--- config.mk ---
export PLATFORM = sky130hd
export DESIGN_NAME = hcm_top
export DESIGN_NICKNAME = d
export VERILOG_FILES = /design/src/hdl/hcm_mem.v /design/src/hdl/hcm_home.v /design/src/hdl/hcm_top.v
export VERILOG_INCLUDE_DIRS = /design/src /design/src/hdl
export SDC_FILE = /design/constraint.sdc
export NUM_CORES = 1
export LEC_CHECK = 0
export BUFFER_PORTS_ARGS = -buffer_cell sky130_fd_sc_hd__buf_4
export CORE_UTILIZATION = 62
export DETAILED_ROUTE_END_ITERATION = 8
export GPL_ROUTABILITY_DRIVEN = 0
export HOLD_SLACK_MARGIN = 0.02
export PLACE_DENSITY = 0.77
export SLEW_MARGIN = 20
export SYNTH_ARGS = -nofsm -noshare
export SYNTH_HDL_FRONTEND = slang
export SYNTH_SLANG_ARGS = --single-unit
--- constraint.sdc ---
create_clock -name pclk -period 7.29 [get_ports pclk]
set_clock_uncertainty 0.2 [all_clocks]
set_input_delay 0.3645 -clock pclk [delete_from_list [all_inputs] [get_ports pclk]]
set_output_delay 0.3645 -clock pclk [all_outputs]
set_load 0.02 [all_outputs]
--- src/hdl/hcm_map.vh ---
// Address map, codes and field positions of the host command mailbox
`ifndef HCM_MAP_VH
`define HCM_MAP_VH

// ****************************************
// APB address map
// ****************************************
`define HCM_AW 12
`define HCM_CTRL_ADDR 12'h000
`define HCM_PAGE_SEL 4'h4
`define HCM_IDX_CMD 6'h00
`define HCM_IDX_RES 6'h01
`define HCM_IDX_PRM0 6'h02
`define HCM_IDX_PRML 6'h21
`define HCM_IDX_IRQ 6'h22

// ****************************************
// Control register bits
// ****************************************
`define HCM_CTRL_POLL 0
`define HCM_CTRL_HOST_REQUEST_PENDING_BIT 1
`define HCM_CTRL_BUSY 2

// ****************************************
// Command codes
// ****************************************
`define HCM_CMD_DONE 16'h0000
`define HCM_CMD_SYNC 16'h5A5A
`define HCM_CMD_VERSION 16'h0001
`define HCM_CMD_MASK 16'h0020
`define HCM_CMD_ACK 16'h0030
`define HCM_CMD_RDHOME_A 16'h0C00
`define HCM_CMD_RDHOME_B 16'h0C01

// ****************************************
// Result codes
// ****************************************
`define HCM_RES_OK 16'h0000
`define HCM_RES_VIOL 16'h8888
`define HCM_RES_UNK 16'h8001
`define HCM_RES_RANGE 16'h8002
`define HCM_RES_EXC 16'h8003
`define HCM_RES_SPUR 16'h8007
`define HCM_RES_INV 16'h8008
`define HCM_RES_WAIT 16'h8009
`define HCM_RES_PROF 16'h800A
`define HCM_RES_FLASH 16'h800B

// ****************************************
// Event status bit positions
// ****************************************
`define HCM_EV_DONE 0
`define HCM_EV_BRK_A 1
`define HCM_EV_BRK_B 2
`define HCM_EV_TRJ_A 3
`define HCM_EV_TRJ_B 4
`define HCM_EV_HOME_A 5
`define HCM_EV_HOME_B 6
`define HCM_EV_EXC 7
`define HCM_EVW 8

// ****************************************
// Return values and reset values
// ****************************************
`define HCM_FIRM_REV 16'h0028
`define HCM_MOD_TYPE 16'h0001
`define HCM_MASK_RST 8'h00
`define HCM_FLT_LAST 3'h4

`endif

--- src/hdl/hcm_mem.v ---
// Parameter word store of the shared command block, registered read
`include "hcm_map.vh"

module hcm_mem (
  input wire pclk,
  input wire presetn,
  input wire we,
  input wire [4:0] addr,
  input wire [15:0] wdata,
  output reg [15:0] rdata_q
);

  reg [15:0] mem [0:31];

  always @(posedge pclk) begin
    if (we) begin
      mem[addr] <= wdata;
    end
  end

  // Read data registered so the bus mux sees a clean flop
  always @(posedge pclk or negedge presetn) begin
    if (!presetn) begin
      rdata_q <= 16'h0000;
    end else begin
      rdata_q <= mem[addr];
    end
  end

endmodule

--- src/hdl/hcm_home.v ---
// Home sensor conditioning and home event detection for both motors
`include "hcm_map.vh"

module hcm_home (
  input wire pclk,
  input wire presetn,
  input wire first_home_input,
  input wire second_home_input,
  input wire four_phase_mode,
  output wire [1:0] home_level,
  output wire [1:0] home_det
);

  wire [1:0] raw;
  wire [1:0] used;

  // Sensor to motor pairing
  assign raw = {second_home_input, first_home_input};
  // Second sensor unused in four-phase
  assign used = {~four_phase_mode, 1'b1};

  genvar i;
  generate
    for (i = 0; i < 2; i = i + 1) begin : g_ch
      reg lvl_q;
      reg det_q;
      // Conducting emitter reads low
      always @(posedge pclk or negedge presetn) begin
        if (!presetn) begin
          lvl_q <= 1'b1;
          det_q <= 1'b0;
        end else begin
          lvl_q <= used[i] ? ~raw[i] : 1'b1;
          det_q <= used[i] & lvl_q & raw[i];
        end
      end
      assign home_level[i] = lvl_q;
      assign home_det[i] = det_q;
    end
  endgenerate

endmodule

--- src/hdl/hcm_top.v ---
// Host command mailbox: APB slave, command engine and event status
//
// Contract
// First sensor motor A, second motor B
// Four-phase mode ignores second sensor
// Conducting sensor reads as logic low
// Command, result, 32 params, status in page
// Host clears completion flag before command
// Host writes command word last
// Command word write starts execution
// Results written before completion flag set
// Interrupt completion chosen by mask command
// Enabled completion raises host request
// Host clears request by writing one
// Host also issues acknowledge command
// Success, violation, unknown, range result codes
// Processor fault codes 8003 to 8007
// Invalid, waiting, profile, flash result codes
// Done and breakpoint status bit values
// Trajectory, home, exception status bit values
// Status bits sticky until host clears
// Status updates regardless of mask
// Normal end clears command word
// Request bit reads line, one clears
// Mask bits match status bit positions
// Request only for unmasked events
`include "hcm_map.vh"

module hcm_top (
  input wire pclk,
  input wire presetn,
  input wire psel,
  input wire penable,
  input wire pwrite,
  input wire [11:0] paddr,
  input wire [31:0] pwdata,
  output reg [31:0] prdata,
  output wire pready,
  output wire pslverr,
  input wire first_home_input,
  input wire second_home_input,
  input wire four_phase_mode,
  input wire brkpt_a,
  input wire brkpt_b,
  input wire traj_a,
  input wire traj_b,
  input wire core_fault,
  input wire [2:0] core_fault_kind,
  input wire ext_wait,
  input wire profile_err,
  input wire flash_err,
  output wire host_irq,
  output wire [1:0] home_level
);

  // ****************************************
  // Engine states
  // ****************************************
  localparam ST_IDLE = 3'b000;
  localparam ST_READ = 3'b001;
  localparam ST_EXEC = 3'b010;
  localparam ST_RET = 3'b011;
  localparam ST_WRES = 3'b100;
  localparam ST_FIN = 3'b101;

  reg [2:0] state_q;
  reg [15:0] cmd_q;
  reg [15:0] result_q;
  reg [15:0] res_pend_q;
  reg [`HCM_EVW-1:0] irqstat_q;
  reg [`HCM_EVW-1:0] mask_q;
  reg poll_q;
  reg host_request_pending_bit_q;
  reg viol_q;
  reg flt_q;
  reg [2:0] flt_kind_q;
  reg [1:0] ret_n_q;
  reg [1:0] ret_cnt_q;

  wire [15:0] mem_rdata;
  wire [1:0] home_det;
  wire busy;
  reg busy_q;

  assign busy = (state_q != ST_IDLE);

  // ****************************************
  // APB decode
  // ****************************************
  wire [5:0] idx;
  wire [5:0] prm_off;
  wire page_hit;
  wire is_ctrl;
  wire is_cmd;
  wire is_res;
  wire is_prm;
  wire is_irq;
  wire mapped;
  wire acc;
  wire wr;

  assign idx = paddr[7:2];
  assign prm_off = idx - `HCM_IDX_PRM0;
  // Command block in page four
  assign page_hit = (paddr[11:8] == `HCM_PAGE_SEL) && (paddr[1:0] == 2'b00);
  assign is_ctrl = (paddr == `HCM_CTRL_ADDR);
  assign is_cmd = page_hit && (idx == `HCM_IDX_CMD);
  assign is_res = page_hit && (idx == `HCM_IDX_RES);
  assign is_prm = page_hit && (idx >= `HCM_IDX_PRM0) && (idx <= `HCM_IDX_PRML);
  assign is_irq = page_hit && (idx == `HCM_IDX_IRQ);
  assign mapped = is_ctrl | is_cmd | is_res | is_prm | is_irq;

  // Engine owns the parameter store while busy; one more cycle refills read data
  assign pready = ~((busy | busy_q) & is_prm);
  assign pslverr = psel & penable & ~mapped;
  assign acc = psel & penable & pready;
  assign wr = acc & pwrite;

  always @* begin
    prdata = 32'h00000000;
    if (is_ctrl) begin
      prdata[`HCM_CTRL_POLL] = poll_q;
      prdata[`HCM_CTRL_HOST_REQUEST_PENDING_BIT] = host_request_pending_bit_q;
      prdata[`HCM_CTRL_BUSY] = busy;
    end else if (is_cmd) begin
      prdata[15:0] = cmd_q;
    end else if (is_res) begin
      prdata[15:0] = result_q;
    end else if (is_prm) begin
      prdata[15:0] = mem_rdata;
    end else if (is_irq) begin
      prdata[`HCM_EVW-1:0] = irqstat_q;
    end
  end

  // ****************************************
  // Parameter store
  // ****************************************
  reg mem_we;
  reg [4:0] mem_addr;
  reg [15:0] mem_wdata;
  reg [15:0] ret_word;

  always @* begin
    mem_we = wr & is_prm;
    mem_addr = prm_off[4:0];
    mem_wdata = pwdata[15:0];
    if (busy) begin
      mem_addr = {3'b000, ret_cnt_q};
      mem_wdata = ret_word;
      mem_we = (state_q == ST_RET);
    end
  end

  hcm_mem u_mem (
    .pclk(pclk),
    .presetn(presetn),
    .we(mem_we),
    .addr(mem_addr),
    .wdata(mem_wdata),
    .rdata_q(mem_rdata)
  );

  hcm_home u_home (
    .pclk(pclk),
    .presetn(presetn),
    .first_home_input(first_home_input),
    .second_home_input(second_home_input),
    .four_phase_mode(four_phase_mode),
    .home_level(home_level),
    .home_det(home_det)
  );

  // ****************************************
  // Command decode
  // ****************************************
  reg [15:0] res_d;
  reg [1:0] ret_n_d;
  reg good;
  reg [15:0] flt_code;

  always @* begin
    res_d = `HCM_RES_OK;
    ret_n_d = 2'd0;
    // Act on the command code
    case (cmd_q)
      `HCM_CMD_SYNC: res_d = `HCM_RES_OK;
      `HCM_CMD_VERSION: ret_n_d = 2'd3;
      // Mask wider than status is out of range
      `HCM_CMD_MASK, `HCM_CMD_ACK: begin
        if (mem_rdata[15:`HCM_EVW] != 8'h00) begin
          res_d = `HCM_RES_RANGE;
        end
      end
      `HCM_CMD_RDHOME_A: ret_n_d = 2'd1;
      // Motor B home absent in four-phase
      `HCM_CMD_RDHOME_B: begin
        if (four_phase_mode) begin
          res_d = `HCM_RES_INV;
        end else begin
          ret_n_d = 2'd1;
        end
      end
      // Unrecognised command code
      default: res_d = `HCM_RES_UNK;
    endcase
    // Engine status reported on otherwise good commands
    if (res_d == `HCM_RES_OK) begin
      if (flash_err) begin
        res_d = `HCM_RES_FLASH;
      end else if (profile_err) begin
        res_d = `HCM_RES_PROF;
      end else if (ext_wait) begin
        res_d = `HCM_RES_WAIT;
      end
    end
    // Processor fault during the command
    flt_code = `HCM_RES_EXC;
    if (flt_kind_q <= `HCM_FLT_LAST) begin
      flt_code = `HCM_RES_EXC + {13'h0000, flt_kind_q};
    end
    if (flt_q) begin
      res_d = flt_code;
    end
    // Command rewritten while busy
    if (viol_q) begin
      res_d = `HCM_RES_VIOL;
    end
    good = (res_d == `HCM_RES_OK);
    if (!good) begin
      ret_n_d = 2'd0;
    end
  end

  always @* begin
    ret_word = 16'h0000;
    case (cmd_q)
      `HCM_CMD_VERSION: begin
        if (ret_cnt_q == 2'd0) begin
          ret_word = `HCM_FIRM_REV;
        end else if (ret_cnt_q == 2'd1) begin
          ret_word = `HCM_MOD_TYPE;
        end else begin
          ret_word = {15'h0000, four_phase_mode};
        end
      end
      `HCM_CMD_RDHOME_A: ret_word = {15'h0000, home_level[0]};
      `HCM_CMD_RDHOME_B: ret_word = {15'h0000, home_level[1]};
      default: ret_word = 16'h0000;
    endcase
  end

  // ****************************************
  // Command engine
  // ****************************************
  wire cmd_wr;
  assign cmd_wr = wr & is_cmd;

  always @(posedge pclk or negedge presetn) begin
    if (!presetn) begin
      state_q <= ST_IDLE;
      cmd_q <= `HCM_CMD_DONE;
      result_q <= `HCM_RES_OK;
      res_pend_q <= `HCM_RES_OK;
      viol_q <= 1'b0;
      flt_q <= 1'b0;
      flt_kind_q <= 3'h0;
      ret_n_q <= 2'd0;
      ret_cnt_q <= 2'd0;
      busy_q <= 1'b0;
    end else begin
      busy_q <= busy;
      if (busy && cmd_wr) begin
        viol_q <= 1'b1;
      end
      if (busy && core_fault && !flt_q) begin
        flt_q <= 1'b1;
        flt_kind_q <= core_fault_kind;
      end
      case (state_q)
        ST_IDLE: begin
          // Command word write starts the engine
          if (cmd_wr) begin
            cmd_q <= pwdata[15:0];
            viol_q <= 1'b0;
            flt_q <= 1'b0;
            if (pwdata[15:0] != `HCM_CMD_DONE) begin
              state_q <= ST_READ;
            end
          end
        end
        ST_READ: state_q <= ST_EXEC;
        ST_EXEC: begin
          res_pend_q <= res_d;
          ret_n_q <= ret_n_d;
          ret_cnt_q <= 2'd0;
          state_q <= (ret_n_d != 2'd0) ? ST_RET : ST_WRES;
        end
        // Return words first
        ST_RET: begin
          ret_cnt_q <= ret_cnt_q + 2'd1;
          if (ret_cnt_q + 2'd1 == ret_n_q) begin
            state_q <= ST_WRES;
          end
        end
        // Result before the flag
        ST_WRES: begin
          result_q <= viol_q ? `HCM_RES_VIOL : (flt_q ? flt_code : res_pend_q);
          ret_cnt_q <= 2'd0;
          state_q <= ST_FIN;
        end
        // Clear command word on completion
        ST_FIN: begin
          cmd_q <= `HCM_CMD_DONE;
          state_q <= ST_IDLE;
        end
        default: state_q <= ST_IDLE;
      endcase
    end
  end

  // ****************************************
  // Flags, status, mask and host request
  // ****************************************
  wire fin;
  wire [`HCM_EVW-1:0] ev;
  wire [`HCM_EVW-1:0] stat_clr;
  wire do_mask;
  wire do_ack;

  assign fin = (state_q == ST_FIN);
  assign do_mask = (state_q == ST_EXEC) && good && (cmd_q == `HCM_CMD_MASK);
  assign do_ack = (state_q == ST_EXEC) && good && (cmd_q == `HCM_CMD_ACK);

  // Done and breakpoint bits
  assign ev[`HCM_EV_DONE] = fin;
  assign ev[`HCM_EV_BRK_A] = brkpt_a;
  assign ev[`HCM_EV_BRK_B] = brkpt_b;
  // Trajectory, home, exception bits
  assign ev[`HCM_EV_TRJ_A] = traj_a;
  assign ev[`HCM_EV_TRJ_B] = traj_b;
  assign ev[`HCM_EV_HOME_A] = home_det[0];
  assign ev[`HCM_EV_HOME_B] = home_det[1];
  assign ev[`HCM_EV_EXC] = core_fault;

  // Host write-one-to-clear and acknowledge command both clear
  assign stat_clr = ((wr && is_irq) ? pwdata[`HCM_EVW-1:0] : 8'h00)
                  | (do_ack ? mem_rdata[`HCM_EVW-1:0] : 8'h00);

  always @(posedge pclk or negedge presetn) begin
    if (!presetn) begin
      irqstat_q <= 8'h00;
      mask_q <= `HCM_MASK_RST;
      poll_q <= 1'b0;
      host_request_pending_bit_q <= 1'b0;
    end else begin
      // Sticky bits, a new event beats a clear
      // Set independent of mask
      irqstat_q <= (irqstat_q & ~stat_clr) | ev;
      // Mask set only by the mask command
      // Mask bits mirror status positions
      if (do_mask) begin
        mask_q <= mem_rdata[`HCM_EVW-1:0];
      end
      // Flag set after result is stored
      if (fin) begin
        poll_q <= 1'b1;
      end else if (wr && is_ctrl && pwdata[`HCM_CTRL_POLL]) begin
        poll_q <= 1'b0;
      end
      // Request only for enabled events
      if (|(ev & mask_q)) begin
        host_request_pending_bit_q <= 1'b1;
      end else if (wr && is_ctrl && pwdata[`HCM_CTRL_HOST_REQUEST_PENDING_BIT]) begin
        // Writing one drops the request
        host_request_pending_bit_q <= 1'b0;
      end
    end
  end

  // Line reflects the request bit
  assign host_irq = host_request_pending_bit_q;

endmodule

==> metrics.md, run 1 <==
| Metric | Value |
|---|---|
| Status | finished clean |
| Layout cells sized above 1 | 0.222 |
| DRC viols | 0 |
| Grt total ovfl | 0 |
| Power Dens Cells | 369 nW/um^2 |
| Min Hold Slack | 86.7 ps |
| Async S/R FF share, synth | 0.134 |
| Port bufs | 67 |
| Cell Rows | 71 |
| Critical path capture point type | register |
| Worst Path Max Fanout | 66 |
| Worst setup margin | 2400 ps |
| Commonest cells after routing, fill and taps aside | edfxtp_1 (512), nand2_1 (114), buf_4 (114) |
| Buffer levels on the longest clock path | 3 |
| Post_cts resized | 0 |
| CP Cell Sequence | nor3_4 > inv_2 > mux2_8 > buf_4 > mux4_2 > a22oi_1 > nand4_1 |
| First-pass GRT wire length | 90.5 mm |
| RSZ-0062 raised after global routing | no |
| Clk sink count | 591 |
| Crit-path max cell delay | 850 ps |
| I/O pin count | 100 |
| Bufs and invs on worst path | 2 |
| Setup WS pre-CTS | 2410 ps |
| CTS Root Cell | clkbuf_16 |
| Number of synthesized register bits | 591 |
| Main synth FF type | edfxtp_1 |
| Post-Synth Simple-Gate Area | 0.0615 |
| Stages on the worst setup path | 7 |
| Full die area | 39000 sq um |
| Final setup fails | 0 |
| Reg2reg setup slack | 2400 ps |
| CP top delay family | multiplexers |
| Die width | 198 microns |
| DR vias | 14.0k |
| Rel. slew slack | 0.178 |
| WS Path Type | register to register |
| Post-DR vias/cell | 6.86 |
| Post-synth EDFFs | 512 |
| Peak Freq | 204 MHz |
| Worst r2r src | state_q[2] |
| Initial antenna violation count | 1 |
| DRT Wirelength | 61.9 mm |
| Period utilization | 0.671 |
| Number of global-route vias before repair | 14.0k |
| Clk Latency, worst-skew pair | 600 ps |
| Die height | 198 microns |
| CP startpoint kind | register |
| CP arrival | 5120 ps |
| Max VDD drop | 0.000267 V |
| GRT Util Overall | 0.328 |
| 1st-iter DRT viols | 1919 |
| Final nets | 1557 |
| Routed WL per cell | 30.3 microns |
| Initial Util | 0.629 |
| Largest net degree at the start of global routing | 67 |
| Most common cell after layout, fill and taps aside | edfxtp_1 |
| Register-to-Register Path Depth | 7 |
| Worst min path class | input pin to asynchronous set/reset pin |
| Post-synthesis cell count | 1349 |
| Critical Path Source | state_q[2] |
| Mux cell area share after synthesis | 0.122 |
| TritonCTS Buffers | 57 |
| Syn Area/Cell | 17.6 sq um |
| Remaining antenna violation count | 0 |
| Slowest CP cell | mux2_8 |
| Pleak | 9.05 nW |
| H-Tree Depth | 2 |
| Core area | 37700 sq um |
| Synth Area in XOR/XNOR | 0.00148 |
| DP HPWL | 35.5 mm |
| Final slew viol count | 0 |
| Worst EP required | 7520 ps |
| CTS clk-pin slew, worst paths | 60 ps |
| Post-Synth Adder-Cell Area | 0.00211 |
| Synth cell types | 68 |
| CTS tree | built |
| Max_cap viols | 0 |
| Worst Max-Slew Pin Slew | 1210 ps |
| Final Hold Violating Endpoints | 0 |
| Setup TNS | 0 ps |
| Area Growth Syn to Fin | 13.9% |
| Post-synthesis cell area | 23700 sq um |
| Yosys warns | 0 |
| Sequential area share after synthesis | 0.732 |
| Tmin final | 4890 ps |
| ANT cells | 0 |
| Largest family of logic cells by synthesized area | multiplexers |
| Post-synthesis compound-gate area fraction | 0.0583 |
| TritonRoute pass-1 iters | 8 |
[cell families after synthesis]
family                     after synthesis
AOI/OAI and AO/OA                      195
xor gates and xnor gates                 4
adders and majority gates                4
buffers and inverters                  103
DFF                                    591
muxes                                  149
other                                    1
and+or+nand+nor                        302
[report_power, final]
group,leakage [nW],internal [W],switching [W]
Combinational,2.60,0.00103,0.00172
Sequential,5.62,0.00424,0.000205
Clock,0.838,0.00155,0.00122
[flip-flops by register name (all words and copies together) (netlist names), 2 cells and up, named ones only]
name / count
u_home.g_ch.lvl_q: 2
cmd_q: 16
flt_kind_q: 3
ret_n_q: 2
irqstat_q: 8
u_home.g_ch.det_q: 2
state_q: 3
u_mem.mem: 512
result_q: 6
ret_cnt_q: 2
u_mem.rdata_q: 16
mask_q: 8
res_pend_q: 6
[final cells by class]
cell class	count	area (sq um)
Fill cell	2279	10700
Multi-Input combinational cell	670	5960
Inverter	19	71.3
Timing Repair Buffer	151	1240
Sequential cell	591	17400
Tap cell	511	639
Clock inverter	22	171
Clock buffer	81	1560
[through the flow]
| stage | cells | util | total power, W | cell area, sq um |
|---|---|---|---|---|
| floorplan | 1364 | - | 0.00632 | 23800 |
| global placement | 1905 | 0.660 | 0.00710 | 24900 |
| detailed placement | 1905 | 0.660 | 0.00717 | 24900 |
| CTS | 2043 | 0.716 | 0.00996 | 27000 |
| global route | 2045 | 0.717 | 0.0103 | 27000 |
| finish | 2045 | 0.717 | 0.00997 | 27000 |
[routing by layer]
metal	up-vias	global-route usage	share of wire
met3	232	0.0651	0.12
met5	-	0	0.00013
li1	5670	-	-
met4	2	0.149	0.047
met2	1106	0.524	0.48
met1	7018	0.442	0.35
[final timing paths]
check | end
max in group asynchronous | ret_cnt_q[1]
min in group pclk | poll_q
worst max-delay path | u_mem.rdata_q[7]
worst min-delay path | u_home.g_ch[0].lvl_q
worst max register to register | u_mem.rdata_q[7]
worst min register to register | res_pend_q[11]
[synth_stat cells (all sizes together), types with 3 or more instances]
master | n | area (sq um)
nand3 | 20 | 100
nor3 | 19 | 106
a31oi | 5 | 31.3
ha | 4 | 50.1
nand2b | 6 | 37.5
mux2i | 23 | 230
a211oi | 8 | 65.1
a22o | 7 | 61.3
dfrtp | 77 | 1930
mux4 | 111 | 2500
nand2 | 114 | 428
nand4 | 19 | 119
clkbuf | 35 | 131
and4 | 3 | 26.3
o31ai | 5 | 37.5
mux2 | 15 | 173
nor4 | 14 | 87.6
o221ai | 5 | 43.8
o21ai | 40 | 200
and2 | 18 | 113
buf | 49 | 322
o2bb2ai | 3 | 26.3
a21o | 6 | 45.0
a222oi | 3 | 30.0
a221o | 6 | 60.1
a31o | 8 | 70.1
a221oi | 3 | 26.3
nor2 | 62 | 233
and3 | 3 | 18.8
o211ai | 5 | 37.5
nor2b | 4 | 25.0
or4 | 5 | 37.5
a22oi | 60 | 450
edfxtp | 512 | 15400
or2 | 4 | 25.0
inv | 19 | 71.3
a21oi | 19 | 95.1
[worst register-to-register path, stage by stage (launching register included)]
cell	delay [ps]
dfrtp_1	490
nor3_4	670
inv_2	470
mux2_8	850
buf_4	880
mux4_2	600
a22oi_1	420
nand4_1	160
[what timing repair did]
action                                 in CTS  in global routing
hold buffers                               35                  0
endpoints found under the hold margin      54                  0
setup buffers                               0                  0
Note: power is estimated with default switching activity, not from simulation.
==> inputs of run 2 (changes only) <==
CORE_UTILIZATION = 61   (was 62)
PLACE_DENSITY = 0.76   (was 0.77)
clock period = 4.9 ns   (was 7.29 ns; I/O delays follow)
==> run 2 against run 1 <==
- global-route usage fell by 1.6 points
- utilization increased by 0.33 points
- cell count up 1.1%
- via count is 0.14% higher
- setup slack got worse by 1200 ps
- critical path depth rose by 1
- maximum frequency is 32% higher
- cell area grew 1.2%
- count of clock-buffer cells in the layout fell by 1
- die area rose by 1.6%
- critical endpoint is now u_mem.rdata_q[2]
==> metrics.md, run 2 (synthesis results as in run 1) <==
| Metric | Value |
|---|---|
| Status | finished clean |
| Final Instance Area | 27300 sq um |
| CTS tree | built |
| Area of the multi-input gates | 5950 sq um |
| Remaining antenna violation count | 0 |
| DRC viols | 0 |
| Period utilization | 0.754 |
| Logic pwr share | 0.278 |
| Tmin final | 3700 ps |
| TritonCTS Buffers | 56 |
| Critical Path Source | state_q[0] |
| Sw Ratio | 0.312 |
| First-pass GRT wire length | 87.9 mm |
| Core area | 37900 sq um |
| TritonRoute pass-1 iters | 6 |
| Initial Util | 0.625 |
| Final slew viol count | 0 |
| Clk sink count | 591 |
| 1st-iter DRT viols | 1652 |
| Final Hold Violating Endpoints | 0 |
| Reg2reg setup slack | 1200 ps |
| H-Tree Depth | 2 |
| Placed Area | 25000 sq um |
| Full die area | 39700 sq um |
| Setup TNS | 0 ps |
| Grt total ovfl | 0 |
| Routed WL per cell | 28.8 microns |
| Crit Reg-Reg Endpoint | u_mem.rdata_q[2] |
| Clk Latency, worst-skew pair | 610 ps |
| Peak Freq | 271 MHz |
| Cell Rows | 71 |
| Post_cts resized | 0 |
| I/O pin count | 100 |
| Port bufs | 67 |
| Pleak | 9.19 nW |
| Largest registers | u_mem.mem x512, cmd_q x16, u_mem.rdata_q x16 |
| Post-CTS setup buffers | 0 |
| CTS clk-pin slew, worst paths | 60 ps |
| Worst Max-Slew Pin Slew | 1110 ps |
| Worst Path Max Fanout | 53 |
| Layout cells sized above 1 | 0.226 |
| Clock power frac | 0.284 |
| Final nets | 1576 |
| Fillers | 2206 |
| Power Dens Cells | 553 nW/um^2 |
| Critical path capture point type | register |
| Area Growth Syn to Fin | 15.2% |
| DRT Wirelength | 59.5 mm |
| CTS Root Cell | clkbuf_16 |
| Sequential cell fraction of total power | 0.438 |
| RSZ-0062 raised after global routing | no |
| ANT cells | 0 |
| P_int | 0.0104 W |
| Largest register FFs | 512 |
| Largest net degree at the start of global routing | 80 |
| Max VDD drop | 0.000417 V |
| Max_cap viols | 0 |
| Post-DR vias/cell | 6.80 |
| DP HPWL | 35.4 mm |
| Most common cell after layout, fill and taps aside | edfxtp_1 |
| Register-to-Register Path Depth | 8 |
| CP arrival | 3920 ps |
| Number of global-route vias before repair | 13.7k |
| Cts hold-fix bufs | 44 |
| Rel. slew slack | 0.256 |
| Initial antenna violation count | 1 |
| Psw | 0.00471 W |
| DR vias | 14.0k |
| Worst r2r src | state_q[0] |
| Final setup fails | 0 |
| CP startpoint kind | register |
| Die width | 199 microns |
| Biggest register | u_mem.mem |
| Reg area | 17400 sq um |
| GRT Util Overall | 0.312 |
| Worst min path class | input pin to asynchronous set/reset pin |
| Die height | 199 microns |
| Commonest cells after routing, fill and taps aside | edfxtp_1 (512), buf_4 (120), nand2_1 (114) |
| Worst EP required | 5130 ps |
| Buffer levels on the longest clock path | 3 |
| Critical path endpoint | u_mem.rdata_q[2] |
| Min Hold Slack | 24.1 ps |
| WS Path Type | register to register |
==> run 2: metrics by stage <==
stage,total power (W),util,setup slack [ps],instances
after floorplan,0.00941,-,1620,1364
after global placement,0.0106,0.659,1180,1916
after detailed placement,0.0108,0.659,1190,1917
after CTS,0.0151,0.719,1190,2066
after global routing,0.0156,0.720,981,2067
final,0.0151,0.720,1200,2067
==> run 2: per-layer routing <==
metal | GRT usage | vias up | part of all wire
met3 | 0.0449 | 172 | 0.11
met4 | 0.128 | 0 | 0.040
li1 | - | 5711 | -
met2 | 0.492 | 983 | 0.48
met5 | 0 | - | 0
met1 | 0.444 | 7182 | 0.38
==> run 2: how the worst min path moves through the flow <==
stage | start | to
2_1_floorplan | presetn | asynchronous set/reset pin
3_3_place_gp | first_home_input | u_home.g_ch[0].lvl_q
3_5_place_dp | first_home_input | u_home.g_ch[0].lvl_q
4_1_cts | profile_err | res_pend_q[1]
5_1_grt | first_home_input | u_home.g_ch[0].lvl_q
6_report | presetn | u_home.g_ch[0].det_q
==> run 2: area by class of cell <==
| cell class | instances | share of cell area |
|---|---|---|
| sequential | 591 | 0.635 |
| clock inverter | 25 | 0.0105 |
| inverter | 19 | 0.00261 |
| multi-input combinational | 670 | 0.218 |
| clock buffer | 80 | 0.0565 |
| tap | 511 | 0.0234 |
| timing repair buffer | 171 | 0.0536 |
==> run 2: power groups by stage <==
stage          combinational, W  sequential, W  clock, W
6_report                0.00420        0.00661   0.00429
5_1_grt                 0.00445        0.00663   0.00450
4_1_cts                 0.00416        0.00660   0.00432
3_5_place_dp            0.00407        0.00671         0
3_3_place_gp            0.00395        0.00670         0
2_1_floorplan           0.00288        0.00653         0
==> run 2: worst max-delay path: stages (launching register included) <==
cell	delay, ps
dfrtp_1	570
nor3_4	60
inv_2	80
buf_4	320
a21o_4	680
buf_4	550
mux4_2	390
a22oi_1	370
nand4_1	230
